### config.mk
export PLATFORM = sky130hd
export DESIGN_NAME = ccg_clock_gen
export DESIGN_NICKNAME = d
export VERILOG_FILES = /design/src/ccg_pkg.sv /design/src/ccg_clock_gen.sv /design/src/ccg_glitch_mux.sv
export SDC_FILE = /design/constraint.sdc
export NUM_CORES = 1
export LEC_CHECK = 0
export BUFFER_PORTS_ARGS = -buffer_cell sky130_fd_sc_hd__clkbuf_2
export CAP_MARGIN = 20
export CORE_ASPECT_RATIO = 1.25
export CORE_MARGIN = 10
export CORE_UTILIZATION = 61
export CTS_BUF_LIST = sky130_fd_sc_hd__clkbuf_4 sky130_fd_sc_hd__clkbuf_8
export CTS_CLUSTER_DIAMETER = 150
export DETAILED_ROUTE_END_ITERATION = 8
export PLACE_DENSITY_LB_ADDON = 0.12
export REMOVE_ABC_BUFFERS = 1
export SETUP_SLACK_MARGIN = 0.2
export SYNTH_ARGS = -nofsm -noshare
export SYNTH_HDL_FRONTEND = slang
export SYNTH_SLANG_ARGS = --single-unit
export TNS_END_PERCENT = 50
### constraint.sdc
create_clock -name clk_in -period 4.05 [get_ports clk_in]
set_clock_uncertainty 0.2 [all_clocks]
set_input_delay 0.405 -clock clk_in [delete_from_list [all_inputs] [get_ports clk_in]]
set_output_delay 0.405 -clock clk_in [all_outputs]
set_load 0.02 [all_outputs]
### src/ccg_pkg.sv
package ccg_pkg;

  // ----------------------------------------------------------------
  // Register map
  // ----------------------------------------------------------------
  localparam logic [7:0] PROC_CLK_CTRL_ADDR  = 8'hFB;
  localparam logic [7:0] OSC_MODE_SEL_ADDR   = 8'hFC;
  localparam logic [7:0] STANDBY_CMD_ADDR    = 8'hFD;

  localparam logic [7:0] PROC_CLK_CTRL_RESET = 8'h04;
  localparam logic [7:0] OSC_MODE_SEL_RESET  = 8'h00;

  // Processor clock control fields
  localparam int MAIN_OSC_STOP_BIT   = 7;
  localparam int FB_RES_DIS_BIT      = 6;
  localparam int CLK_STATUS_BIT      = 5;
  localparam int SRC_SEL_BIT         = 4;
  localparam int ZERO_BIT            = 3;
  localparam int DIV_SEL_HI          = 2;

  // Oscillation mode select field
  localparam int BYPASS_SEL_BIT      = 0;

  // Standby command fields
  localparam int HALT_CMD_BIT        = 0;
  localparam int STOP_CMD_BIT        = 1;

  // ----------------------------------------------------------------
  // Divider and switchover figures
  // ----------------------------------------------------------------
  localparam int DIV_STAGES          = 5;
  localparam logic [2:0] DIV_MAX_CODE = 3'h4;
  localparam int INSTR_CLOCKS        = 2;
  // Switchover delay counted in instructions of the current CPU clock, two CPU clocks each
  localparam logic [4:0] SWITCH_DELAY_CLKS = 5'h04;
  // Bypass write stretch: up to two oscillator periods
  localparam logic [1:0] STRETCH_CYCLES = 2'h2;

  typedef enum logic [1:0] {
    CCG_RUN,
    CCG_HALT,
    CCG_STOP
  } ccg_mode_e;

endpackage

### src/ccg_clock_gen.sv
// Decided for this implementation: strobed register access and the register offsets.
`timescale 1ns/10ps
// How it works
// Shortest instruction lasts two CPU clocks
// Main ratios 0.4-12.8us, subsystem about 122us
// Mode register picks raw or divided oscillator
// Bypass select is mode register bit 0
// Mode register written as whole byte only
// Mode write stretches main clock two periods
// Write mode register only after reset
// Software writes zero to control bit 3
// Reset loads control 04H, mode 00H
// Main oscillation halted while reset low
// STOP and HALT available on main clock
// Bit 6 disconnects subsystem feedback resistor
// Subsystem: HALT only, never stopped
// Subsystem clock to timer, watch, clock out
// Other peripherals from divided main clock
// Divider feeds CPU selection and peripherals
// Status 0: ratio bits pick CPU speed
// Main stop acts only after status 1
// External main clock: no STOP, no stop
// Control register bit/byte access, fields
// Ratio codes 0-4 divide; source 1 halves
// Old clock runs several instructions after write
// CPU clock switch glitch-free
// Status changes when clock actually moved
module ccg_clock_gen
  import ccg_pkg::*;
(
  input  wire logic       clk_in,
  input  wire logic       arst_n_in,
  input  wire logic       main_osc_tick_in,
  input  wire logic       sub_osc_in,
  input  wire logic       wake_in,
  input  wire logic [7:0] addr_in,
  input  wire logic [7:0] wdata_in,
  input  wire logic       wr_in,
  input  wire logic       rd_in,
  input  wire logic [7:0] bit_mask_in,
  output logic [7:0]      rdata_out,
  output logic            main_osc_enable_out,
  output logic            feedback_resistor_disable_out,
  output logic            main_sys_tick_out,
  output logic            cpu_tick_out,
  output logic            cpu_run_out,
  output logic [4:0]      periph_tick_out,
  output logic            sub_periph_tick_out,
  output logic            halt_out,
  output logic            stop_out
);

  // ----------------------------------------------------------------
  // Registers
  // ----------------------------------------------------------------
  logic [7:0]      proc_clock_ctrl_reg;
  logic [7:0]      oscillation_mode_select_reg;
  logic [7:0]      rdata_reg;
  logic [2:0]      sub_sync_reg;
  logic            sub_level_reg;
  logic            sub_half_reg;
  logic [4:0]      div_cnt_reg;
  logic            half_reg;
  logic [1:0]      stretch_reg;
  logic [2:0]      div_act_reg;
  logic            src_act_reg;
  logic [4:0]      sw_cnt_reg;
  logic            cpu_phase_reg;
  logic            status_reg;
  ccg_mode_e       mode_reg;
  ccg_mode_e       mode_next;
  logic [4:0]      periph_reg;
  logic            sub_periph_reg;
  logic            main_tick_reg;
  logic            cpu_tick_reg;

  // ----------------------------------------------------------------
  // Bus decode
  // ----------------------------------------------------------------
  wire logic hit_pcc   = (addr_in == PROC_CLK_CTRL_ADDR);
  wire logic hit_oscillation_mode_select  = (addr_in == OSC_MODE_SEL_ADDR);
  wire logic hit_stby  = (addr_in == STANDBY_CMD_ADDR);
  wire logic wr_pcc    = wr_in && hit_pcc;
  wire logic wr_oscillation_mode_select   = wr_in && hit_oscillation_mode_select;
  wire logic wr_stby   = wr_in && hit_stby;

  // Bit manipulation merges through the mask; full byte uses 8'hFF.
  // Status bit is read only and bit 3 is forced to zero.
  wire logic [7:0] pcc_merged =
    (proc_clock_ctrl_reg & ~bit_mask_in) | (wdata_in & bit_mask_in);
  wire logic [7:0] pcc_wr_val = {pcc_merged[MAIN_OSC_STOP_BIT],
                                 pcc_merged[FB_RES_DIS_BIT],
                                 1'b0,
                                 pcc_merged[SRC_SEL_BIT],
                                 1'b0,
                                 pcc_merged[DIV_SEL_HI:0]};

  // ----------------------------------------------------------------
  // Subsystem clock input synchroniser
  // ----------------------------------------------------------------
  wire logic sub_agree = (sub_sync_reg[1] == sub_sync_reg[2]);
  wire logic sub_rise  = sub_agree && sub_sync_reg[2] && !sub_level_reg;

  // Three stages; a change counts once stages two and three agree
  always_ff @(posedge clk_in or negedge arst_n_in) begin
    if (!arst_n_in) begin
      sub_sync_reg  <= 3'h0;
      sub_level_reg <= 1'b0;
      sub_half_reg  <= 1'b0;
    end else begin
      sub_sync_reg <= {sub_sync_reg[1:0], sub_osc_in};
      if (sub_agree) begin
        sub_level_reg <= sub_sync_reg[2];
      end
      if (sub_rise) begin
        sub_half_reg <= ~sub_half_reg;
      end
    end
  end

  // Subsystem never stops, even in STOP
  wire logic sub_tick      = sub_rise;
  wire logic sub_half_tick = sub_rise && sub_half_reg;

  // ----------------------------------------------------------------
  // Main system clock: raw or halved, with write stretch
  // ----------------------------------------------------------------
  wire logic osc_stop_req = proc_clock_ctrl_reg[MAIN_OSC_STOP_BIT]
                            && status_reg;
  wire logic osc_running  = !osc_stop_req && (mode_reg != CCG_STOP);
  wire logic osc_tick     = main_osc_tick_in && osc_running;
  wire logic bypass       =
    oscillation_mode_select_reg[BYPASS_SEL_BIT];
  // A pending stretch swallows oscillator periods on every mode write
  wire logic stretching   = (stretch_reg != 2'h0);
  wire logic main_tick    = osc_tick && !stretching &&
                            (bypass || half_reg);

  always_ff @(posedge clk_in or negedge arst_n_in) begin
    if (!arst_n_in) begin
      half_reg    <= 1'b0;
      stretch_reg <= 2'h0;
    end else begin
      if (osc_tick) begin
        half_reg <= ~half_reg;
      end
      if (wr_oscillation_mode_select) begin
        stretch_reg <= STRETCH_CYCLES;
      end else if (stretching && osc_tick) begin
        stretch_reg <= stretch_reg - 2'h1;
      end
    end
  end

  // ----------------------------------------------------------------
  // Divider chain
  // ----------------------------------------------------------------
  logic [DIV_STAGES-1:0] stage_tick;

  // Stage n ticks once per 2^n main clocks
  generate
    for (genvar i = 0; i < DIV_STAGES; i++) begin : g_div
      if (i == 0) begin : g_first
        assign stage_tick[i] = main_tick;
      end else begin : g_rest
        assign stage_tick[i] = main_tick && (&div_cnt_reg[i-1:0]);
      end
    end
  endgenerate

  always_ff @(posedge clk_in or negedge arst_n_in) begin
    if (!arst_n_in) begin
      div_cnt_reg <= 5'h00;
    end else if (main_tick) begin
      div_cnt_reg <= div_cnt_reg + 5'h01;
    end
  end

  // ----------------------------------------------------------------
  // CPU clock selection with delayed switchover
  // ----------------------------------------------------------------
  wire logic [2:0] div_req  = proc_clock_ctrl_reg[DIV_SEL_HI:0];
  wire logic       src_req  = proc_clock_ctrl_reg[SRC_SEL_BIT];
  wire logic [2:0] div_safe = (div_req > DIV_MAX_CODE) ? DIV_MAX_CODE
                                                       : div_req;
  wire logic       main_cpu = stage_tick[div_act_reg];
  wire logic       cpu_tick;
  wire logic       on_sub;

  ccg_glitch_mux u_mux (
    .clk_in    (clk_in),
    .arst_n_in (arst_n_in),
    .sel_in    (src_act_reg),
    .tick_a_in (main_cpu),
    .tick_b_in (sub_half_tick),
    .tick_out  (cpu_tick),
    .on_b_out  (on_sub)
  );

  wire logic sel_diff = (div_safe != div_act_reg) ||
                        (src_req != src_act_reg);
  // Delay count used up: the new selection may take over
  wire logic sw_done  = (sw_cnt_reg == 5'h00);
  // Move only at an instruction boundary of the current clock
  wire logic instr_end = cpu_tick && cpu_phase_reg;

  // Old setting holds for a few instructions after a write; the
  // divider index only moves on a slow stage edge so no runt period
  always_ff @(posedge clk_in or negedge arst_n_in) begin
    if (!arst_n_in) begin
      div_act_reg   <= PROC_CLK_CTRL_RESET[DIV_SEL_HI:0];
      src_act_reg   <= 1'b0;
      sw_cnt_reg    <= 5'h00;
      cpu_phase_reg <= 1'b0;
    end else begin
      if (cpu_tick) begin
        cpu_phase_reg <= ~cpu_phase_reg;
      end
      if (wr_pcc) begin
        sw_cnt_reg <= SWITCH_DELAY_CLKS;
      end else if (sel_diff && instr_end && !sw_done) begin
        sw_cnt_reg <= sw_cnt_reg - 5'h01;
      end
      // Source and ratio move on their own boundaries; needing both in
      // one cycle would never come for some ratios and hang the switch
      if (sw_done && !wr_pcc && instr_end) begin
        src_act_reg <= src_req;
      end
      // Every stage ends a period on the slowest stage edge: no runt
      if (sw_done && !wr_pcc && stage_tick[DIV_STAGES-1]) begin
        div_act_reg <= div_safe;
      end
    end
  end

  // ----------------------------------------------------------------
  // Standby modes
  // ----------------------------------------------------------------
  wire logic stop_req = wr_stby && wdata_in[STOP_CMD_BIT] && !status_reg;
  wire logic halt_req = wr_stby && wdata_in[HALT_CMD_BIT];

  // STOP on main clock only; subsystem allows HALT only
  always_comb begin
    mode_next = mode_reg;
    case (mode_reg)
      CCG_RUN: begin
        if (stop_req) begin
          mode_next = CCG_STOP;
        end else if (halt_req) begin
          mode_next = CCG_HALT;
        end
      end
      CCG_HALT: begin
        if (wake_in) begin
          mode_next = CCG_RUN;
        end
      end
      CCG_STOP: begin
        if (wake_in) begin
          mode_next = CCG_RUN;
        end
      end
      default: begin
        mode_next = CCG_RUN;
      end
    endcase
  end

  // ----------------------------------------------------------------
  // Registers and outputs
  // ----------------------------------------------------------------
  wire logic [7:0] pcc_read = {proc_clock_ctrl_reg[7:6], status_reg,
                               proc_clock_ctrl_reg[4:0]};
  // Standby status: bit 1 in STOP, bit 0 in HALT
  wire logic [7:0] stby_read = {6'h00, mode_reg == CCG_STOP,
                                mode_reg == CCG_HALT};
  logic [7:0]      rd_value;

  // Read selection; unmapped addresses read as zero
  always_comb begin
    if (hit_pcc) begin
      rd_value = pcc_read;
    end else if (hit_oscillation_mode_select) begin
      rd_value = oscillation_mode_select_reg;
    end else if (hit_stby) begin
      rd_value = stby_read;
    end else begin
      rd_value = 8'h00;
    end
  end

  always_ff @(posedge clk_in or negedge arst_n_in) begin
    if (!arst_n_in) begin
      proc_clock_ctrl_reg         <= PROC_CLK_CTRL_RESET;
      oscillation_mode_select_reg <= OSC_MODE_SEL_RESET;
      status_reg                  <= 1'b0;
      mode_reg                    <= CCG_RUN;
      rdata_reg                   <= 8'h00;
    end else begin
      if (wr_pcc) begin
        proc_clock_ctrl_reg <= pcc_wr_val;
      end
      // Whole byte only; the mask is ignored here
      if (wr_oscillation_mode_select) begin
        oscillation_mode_select_reg <= wdata_in;
      end
      status_reg <= on_sub;
      mode_reg   <= mode_next;
      if (rd_in) begin
        rdata_reg <= rd_value;
      end else begin
        rdata_reg <= 8'h00;
      end
    end
  end

  // Peripheral strobes from the divider and subsystem clock
  always_ff @(posedge clk_in or negedge arst_n_in) begin
    if (!arst_n_in) begin
      periph_reg     <= 5'h00;
      sub_periph_reg <= 1'b0;
      main_tick_reg  <= 1'b0;
      cpu_tick_reg   <= 1'b0;
    end else begin
      periph_reg     <= stage_tick;
      sub_periph_reg <= sub_tick;
      main_tick_reg  <= main_tick;
      cpu_tick_reg   <= cpu_tick && (mode_reg == CCG_RUN);
    end
  end

  // Main oscillator enable is low while reset is asserted
  assign main_osc_enable_out           = osc_running && arst_n_in;
  assign feedback_resistor_disable_out =
    proc_clock_ctrl_reg[FB_RES_DIS_BIT];
  assign rdata_out           = rdata_reg;
  assign main_sys_tick_out   = main_tick_reg;
  assign cpu_tick_out        = cpu_tick_reg;
  assign cpu_run_out         = (mode_reg == CCG_RUN);
  assign periph_tick_out     = periph_reg;
  assign sub_periph_tick_out = sub_periph_reg;
  assign halt_out            = (mode_reg == CCG_HALT);
  assign stop_out            = (mode_reg == CCG_STOP);

endmodule

### src/ccg_glitch_mux.sv
`timescale 1ns/10ps
// Glitch-free two-input clock enable switch
module ccg_glitch_mux (
  input  wire logic clk_in,
  input  wire logic arst_n_in,
  input  wire logic sel_in,
  input  wire logic tick_a_in,
  input  wire logic tick_b_in,
  output logic      tick_out,
  output logic      on_b_out
);

  logic on_a_reg;
  logic on_b_reg;

  // Hand over only at a period boundary of the old source, and arm the new
  // source only after the old one has released, so no short phase appears
  always_ff @(posedge clk_in or negedge arst_n_in) begin
    if (!arst_n_in) begin
      on_a_reg <= 1'b1;
      on_b_reg <= 1'b0;
    end else begin
      if (on_a_reg && sel_in && tick_a_in) begin
        on_a_reg <= 1'b0;
      end else if (!on_a_reg && !sel_in && !on_b_reg) begin
        on_a_reg <= 1'b1;
      end
      if (on_b_reg && !sel_in && tick_b_in) begin
        on_b_reg <= 1'b0;
      end else if (!on_b_reg && sel_in && !on_a_reg) begin
        on_b_reg <= 1'b1;
      end
    end
  end

  assign tick_out = (on_a_reg & tick_a_in) | (on_b_reg & tick_b_in);
  assign on_b_out = on_b_reg;

endmodule

======== After elaboration in Yosys (flattened, before gate mapping) ========
Index checks and enable logic that the tools add are counted.
word-level totals
  ROM bits ................................ 0
  memory bits (writable) .................. 0
  memories kept ........................... 0
  output and inout bits ................... 21
  bits in latches ......................... 0
  input bits .............................. 31
  register bits ........................... 58
cells by class
  order comparisons ....................... 2
  multiplexer cells ....................... 19
  eq/ne operators ......................... 11
  reduce and logical (&&, ||, !) cells .... 58
  $mul .................................... 0
  shifts and indexed selects .............. 0
  add/sub/neg operators ................... 3
  bitwise logic cells ..................... 10
  divide/modulo/power cells ............... 0
operators with widths
  operator                                                                       number
  1-bit logical AND                                                              35
  8-bit equality test (second input constant)                                    3
  8-bit two-way mux                                                              3
  8-bit AND                                                                      2
  2-bit two-way mux                                                              6
  5-bit two-way mux                                                              2
  2-bit nonzero test                                                             5
  1-bit zero test                                                                9
  8-bit inverter                                                                 1
  8-bit OR                                                                       1
  5-bit by 1-bit adder with 5-bit output (second input constant)                 1
  5-bit zero test                                                                1
  1-bit two-way mux                                                              5
  5-bit by 1-bit subtractor with 5-bit output (second input constant)            1
  3-bit by 4-bit less-than comparator with 1-bit output (second input constant)  1
  2-bit case mux with 2 select lines                                             1
  2-bit AND reduction                                                            2
  4-bit AND reduction                                                            1
  1-bit binary-select mux with 3-bit select                                      1
  3-bit > comparator (second input constant)                                     1
  3-bit two-way mux                                                              1
  3-bit by 1-bit inequality test with 1-bit output (second input constant)       1
  3-bit inequality test                                                          1
  1-bit inverter                                                                 3
  13 further kinds                                                               15

======== Longest topological paths before layout ========
  depth in word-level cells ............... 16
  gate-level depth with buffers ........... 8
  gate-level depth less buffers ........... 7

======== Hierarchy ========
A second synthesis with hierarchy kept.
unflattened totals
  cells, all modules ...................... 212
  area, all modules ....................... 2618.8 µm²
by module, submodules not included
  module          area each (µm²)  times used  cells each
  ccg_clock_gen   2526.2           1           204
  ccg_glitch_mux  92.6             1           8

======== Worst setup path after synthesis ========
OpenSTA, ideal clock, no wires.
  kind .................................... register to register
  start point ............................. register mode_reg[0]
  end point ............................... register sw_cnt_reg[0]
  required time ........................... 3772 ps
  data arrival time ....................... 2210 ps
  path buffers ............................ 1
  slack ................................... 1562 ps
  setup time .............................. 78 ps
  period minus slack after synthesis ...... 2488 ps
  cell stages (with the launch flop) ...... 9
  cells stage by stage .................... dfrtp_1 inv_1 ha_1 a21oi_4 o2111ai_4 o41a_1 buf_6 or4_1 a21oi_1
on the way
  longest elaborated chain between the ends .. 14
  elaborated cells between the ends (all ways) .. 17
RTL lines
  element                                        line                  RTL
  from (decl)                                    ccg_clock_gen.sv:70   ccg_mode_e mode_reg;
  from (signal assigned)                         ccg_clock_gen.sv:308  mode_reg <= mode_next;
  2-bit inequality test (*)                      ccg_clock_gen.sv:130  wire logic osc_running = !osc_stop_req && (mode_reg != CCG_STOP);
  1-bit logical AND (*)                          ccg_clock_gen.sv:130
  1-bit logical AND (*)                          ccg_clock_gen.sv:131  wire logic osc_tick = main_osc_tick_in && osc_running;
  1-bit logical AND (*) (2 in a row)             ccg_clock_gen.sv:136  wire logic main_tick = osc_tick && !stretching &&
  1-bit logical AND                              ccg_clock_gen.sv:166  assign stage_tick[i] = main_tick && (&div_cnt_reg[i-1:0]);
  1-bit binary-select mux with 3-bit select (*)  ccg_clock_gen.sv:186  wire logic main_cpu = stage_tick[div_act_reg];
  1-bit two-way mux (not written as such) (*)    ccg_clock_gen.sv:186
  1-bit AND (*)                                  ccg_glitch_mux.sv:36  assign tick_out = (on_a_reg & tick_a_in) | (on_b_reg & tick_b_in);
  1-bit OR (*)                                   ccg_glitch_mux.sv:36
  1-bit logical AND (*)                          ccg_clock_gen.sv:205  wire logic instr_end = cpu_tick && cpu_phase_reg;
  1-bit logical AND (*) (2 in a row)             ccg_clock_gen.sv:221  end else if (sel_diff && instr_end && !sw_done) begin
  2-bit nonzero test (no source line) (*)        --
  to (signal assigned)                           ccg_clock_gen.sv:222  sw_cnt_reg <= sw_cnt_reg - 5'h01;
  to (decl)                                      ccg_clock_gen.sv:67   logic [4:0] sw_cnt_reg;
Mark *: on every way between the ends. The rest lies on a longest branch, timed or not. The select of a mux whose other input is x is not followed.
A chain may end at the register's enable or synchronous reset.

======== Worst setup path in the final report ========
  start point ............................. register div_cnt_reg[0]
  end point ............................... register src_act_reg
on the way
  longest elaborated chain between the ends .. 8
  elaborated cells between the ends (all ways) .. 13
RTL lines
  element                                            line                  RTL
  from (decl)                                        ccg_clock_gen.sv:62   logic [4:0] div_cnt_reg;
  from (signal assigned)                             ccg_clock_gen.sv:175  div_cnt_reg <= div_cnt_reg + 5'h01;
  4-bit AND reduction, or another cell as far along  ccg_clock_gen.sv:166
  1-bit logical AND                                  ccg_clock_gen.sv:166
  1-bit binary-select mux with 3-bit select (*)      ccg_clock_gen.sv:186
  1-bit two-way mux (not written as such) (*)        ccg_clock_gen.sv:186
  1-bit AND (*)                                      ccg_glitch_mux.sv:36
  1-bit OR (*)                                       ccg_glitch_mux.sv:36
  1-bit logical AND (*)                              ccg_clock_gen.sv:205
  1-bit logical AND (*)                              ccg_clock_gen.sv:226  if (sw_done && !wr_pcc && instr_end) begin
  to (signal assigned)                               ccg_clock_gen.sv:227  src_act_reg <= src_req;
  to (decl)                                          ccg_clock_gen.sv:66   logic src_act_reg;
Marked as above.

==> flow_metrics.py <==
metrics = {
    "placed_design": {
        "globalplace.congestion": 0.797,
        "dpl_worst_slack_ns": 1.38,
        "count_of_buffers_inserted_at_the_top_level_ports": 49,
        "numPlacedInstances": 320,
        "hpwlAfterDp_microns": 3960,
    },
    "synth": {
        "xor_and_xnor_fraction_of_the_mapped_netlist_area": 0.0305,
        "synth-seq-cells": 56,
        "postSynth.asyncResetShare": 1.00,
        "adder_cell_share_of_the_synthesized_area": 0.0435,
        "post_synth_mux_area_share": 0.0982,
        "synth_compound_gate_area_share": 0.0890,
        "netlist-cell-type-count": 49,
        "synth_largest_type_area_fraction": 0.513,
        "netlist_top_cells_area": "sky130_fd_sc_hd__dfrtp_1 51%, sky130_fd_sc_hd__mux2_2 8.3%, sky130_fd_sc_hd__ha_1 4.4%, sky130_fd_sc_hd__dfstp_2 3.0%, sky130_fd_sc_hd__nand2_1 3.0%",
        "synth.avg_cell_area_sq_um": 11.9,
        "synth_largest_area_cell": "sky130_fd_sc_hd__dfrtp_1",
        "synth.yosys.warnings": 0,
        "yosysMostFrequentCell": "sky130_fd_sc_hd__dfrtp_1",
        "synth_top_flop_cell": "sky130_fd_sc_hd__dfrtp_1",
        "post_synth_inst_count": 217,
        "seq_area_frac_synth": 0.543,
        "mapped_area_sq_mm": 0.00259,
        "synth_top_family_by_area": "simple AND/OR/NAND/NOR gates",
        "post_synth_simple_gate_area": 0.169,
        "synth_enable_flop_cells": 0,
        "most_frequent_cells_after_synthesis": "53 x sky130_fd_sc_hd__dfrtp_1, 21 x sky130_fd_sc_hd__nand2_1, 19 x sky130_fd_sc_hd__mux2_2, 12 x sky130_fd_sc_hd__inv_1, 12 x sky130_fd_sc_hd__nor2b_1",
    },
    "clock_network": {
        "worst_setup_hold_path_clk_slew_ns": 0.09,
        "cts_resized": 0,
        "cts-root-to-sink-buffers": 2,
        "clock_insertion_delay_worst_skew_ns": 0.31,
        "clock-sinks": 56,
        "clock_tree_from_tritoncts": "yes",
        "htreeDepth": 2,
        "clk_root_buffer_cell": "sky130_fd_sc_hd__clkbuf_8",
        "cts_made_buffers": 5,
    },
    "drt": {
        "drt_first_iter_violations": 94,
        "vias_per_cell": 5.47,
        "drtAntennaViolNets": 0,
        "drt-total-wl_microns": 5220,
        "routed-via-count": 1801,
        "avgRoutedWirePerCell_microns": 15.9,
        "drt_pass1_iterations": 4,
        "drc": 0,
    },
    "timing": {
        "timing.final.hold_violations": 0,
        "grt_setup_unrepaired": "no",
        "timing.final.crit_share": 0.661,
        "worst_pin_slew_ns": 0.672,
        "final-max-slew-violation-count": 0,
        "relSlewSlack": 0.552,
        "fmax_ghz": 0.374,
        "min_cycle_time_layout_ns": 2.68,
        "fin_ws_ns": 1.37,
        "hold_ws_ns": 0.0702,
        "setup_tns_ns": 0,
        "report.final.setup_viol": 0,
    },
    "worst_setup_path": {
        "cpPeakStageDelay_ns": 0.48,
        "startpoint_type": "flip-flop",
        "cp_num_buf_inv": 0,
        "timing.critical_path.fanout_max": 10,
        "critPathCaptureType": "flip-flop",
        "rr_startpoint": "div_cnt_reg[0]",
        "worst_path_max_delay_cell": "sky130_fd_sc_hd__a2111oi_0",
        "cp.arrival_ns": 2.68,
        "critPathTopFamily": "compound AO/OA/AOI/OAI gates",
        "setup.worst_path.start": "div_cnt_reg[0]",
        "critPathKind": "reg -> reg",
        "worstPathCellList": "ha_1 > and4b_1 > a2111oi_0 > o41a_1 > nand4b_1 > mux2_2",
        "critPathRequiredTime_ns": 4.06,
    },
    "floorplanning": {
        "dieHeight_microns": 92.8,
        "initial_core_util": 0.631,
        "core.rowCount": 26,
        "ioPinCount": 52,
        "fp.dieArea_sq_mm": 0.00726,
        "die_boundary_width_microns": 78.2,
        "core_region_area_sq_mm": 0.00410,
    },
    "power_and_ir_drop": {
        "total_leakage_power_nw": 1.44,
        "peakVddDrop_mv": 0.254,
        "powerDensity_mw_per_mm2": 423,
    },
    "finish": {
        "total_nets_final": 312,
        "drive_above_1_share": 0.322,
        "layout-area-overhead-vs-synth_pct": 15.8,
        "final_util": 0.730,
        "finish.cell_count_without_fillers": 329,
        "antenna_cells": 0,
        "total_of_fill_cells_in_the_finished_design": 327,
    },
    "grt": {
        "number_of_global_route_vias_before_repair": 1863,
        "grt-ovfl-total": 0,
        "met1_usage": 0.158,
        "grt_first_pass_wirelength_microns": 8660,
        "grt_start_max_net_pins": 57,
        "groute.usage.overall": 0.148,
        "antenna_found_initial": 0,
        "busiest_layer": "met2",
        "groute.layer.met2.usage": 0.262,
        "globalRouteMet3Util": 0.0484,
    },
    "worst_hold_path": {
        "min-delay-path-class": "in -> async",
    },
    "status": {
        "outcome": "complete, no violations",
    },
    "run": {
        "cap_viol_max_count": 0,
    },
}
## where the power goes
part | leakage [nW] | internal [mW] | switching (mW)
clock | 0.0523 | 0.153 | 0.171
combinational | 0.671 | 0.110 | 0.142
sequential | 0.721 | 0.631 | 0.0592
## kinds of logic (layout without fill, tap and decap cells)
family                     count (synthesis)  after routing
AOI/OAI and AO/OA                         28             28
buffers and inverters                     15             71
and+or+nand+nor                           77             77
adders and majority gates                  9              9
muxes                                     23             23
xor gates and xnor gates                   9              9
DFF                                       56             56
## area by class of cell
type | instances | area, sq um | area share
repair buffers | 51 | 263 | 0.0878
multi-input cells | 146 | 1110 | 0.372
clock buffers | 8 | 97.6 | 0.0326
well taps | 56 | 70.1 | 0.0234
flip-flops and latches | 56 | 1410 | 0.469
inverters | 12 | 45.0 | 0.0150
## path summary, 6_finish.rpt
check | end | slack [ns] | cells past startpoint
hold / removal | periph_tick_out[4] | 0.07 | 2
max in group asynchronous | stretch_reg[0] | 3.15 | 2
hold reg to reg | sub_sync_reg[1] | 0.16 | 0
setup reg to reg | src_act_reg | 1.37 | 6
min in group clk_in | stretch_reg[0] | 0.08 | 2
setup / recovery | src_act_reg | 1.37 | 6
## worst reg2reg max path: cells and delay by family (launching register included)
kind                       cells  cell delay (ns)
AOI/OAI and AO/OA              2             0.95
adders and majority gates      1             0.27
DFF                            1             0.44
muxes                          1             0.33
and+or+nand+nor                2             0.39
## layout by cell type, fill, tap and decap left out, types with 3 or more instances in the layout
cell / count
sky130_fd_sc_hd__dfrtp_1: 53
sky130_fd_sc_hd__ha_1: 9
sky130_fd_sc_hd__clkbuf_8: 6
sky130_fd_sc_hd__nor2_1: 7
sky130_fd_sc_hd__and2_1: 7
sky130_fd_sc_hd__a21oi_1: 5
sky130_fd_sc_hd__nand3_1: 5
sky130_fd_sc_hd__nor2b_1: 12
sky130_fd_sc_hd__nand2_1: 21
sky130_fd_sc_hd__clkbuf_2: 49
sky130_fd_sc_hd__xnor2_1: 7
sky130_fd_sc_hd__mux2_2: 19
sky130_fd_sc_hd__inv_1: 12
sky130_fd_sc_hd__nor4_1: 3
sky130_fd_sc_hd__a22oi_1: 7
sky130_fd_sc_hd__dfstp_2: 3
sky130_fd_sc_hd__nand2b_1: 3
sky130_fd_sc_hd__mux2i_1: 4
## through the flow
| step | power, mW | instance area [sq um] |
|---|---|---|
| after detailed placement | 0.954 | 2890 |
| final | 1.27 | 2990 |
| after global routing | 1.33 | 2990 |
| after CTS | 1.27 | 2990 |
| after floorplan | 0.863 | 2560 |
| after global placement | 0.937 | 2890 |
## layer usage
| layer | wire length [microns] | vias up |
|---|---|---|
| met1 | 2130 | 871 |
| met5 | 0 | - |
| li1 | - | 878 |
| met2 | 2680 | 45 |
| met3 | 320 | 7 |
| met4 | 86 | 0 |
## what timing repair did
action,4_1_cts,5_1_grt
setup buffers,0,0
hold buffers,1,0
endpoints found under the hold margin,1,0
No activity file was read; power rests on OpenSTA's default activity.
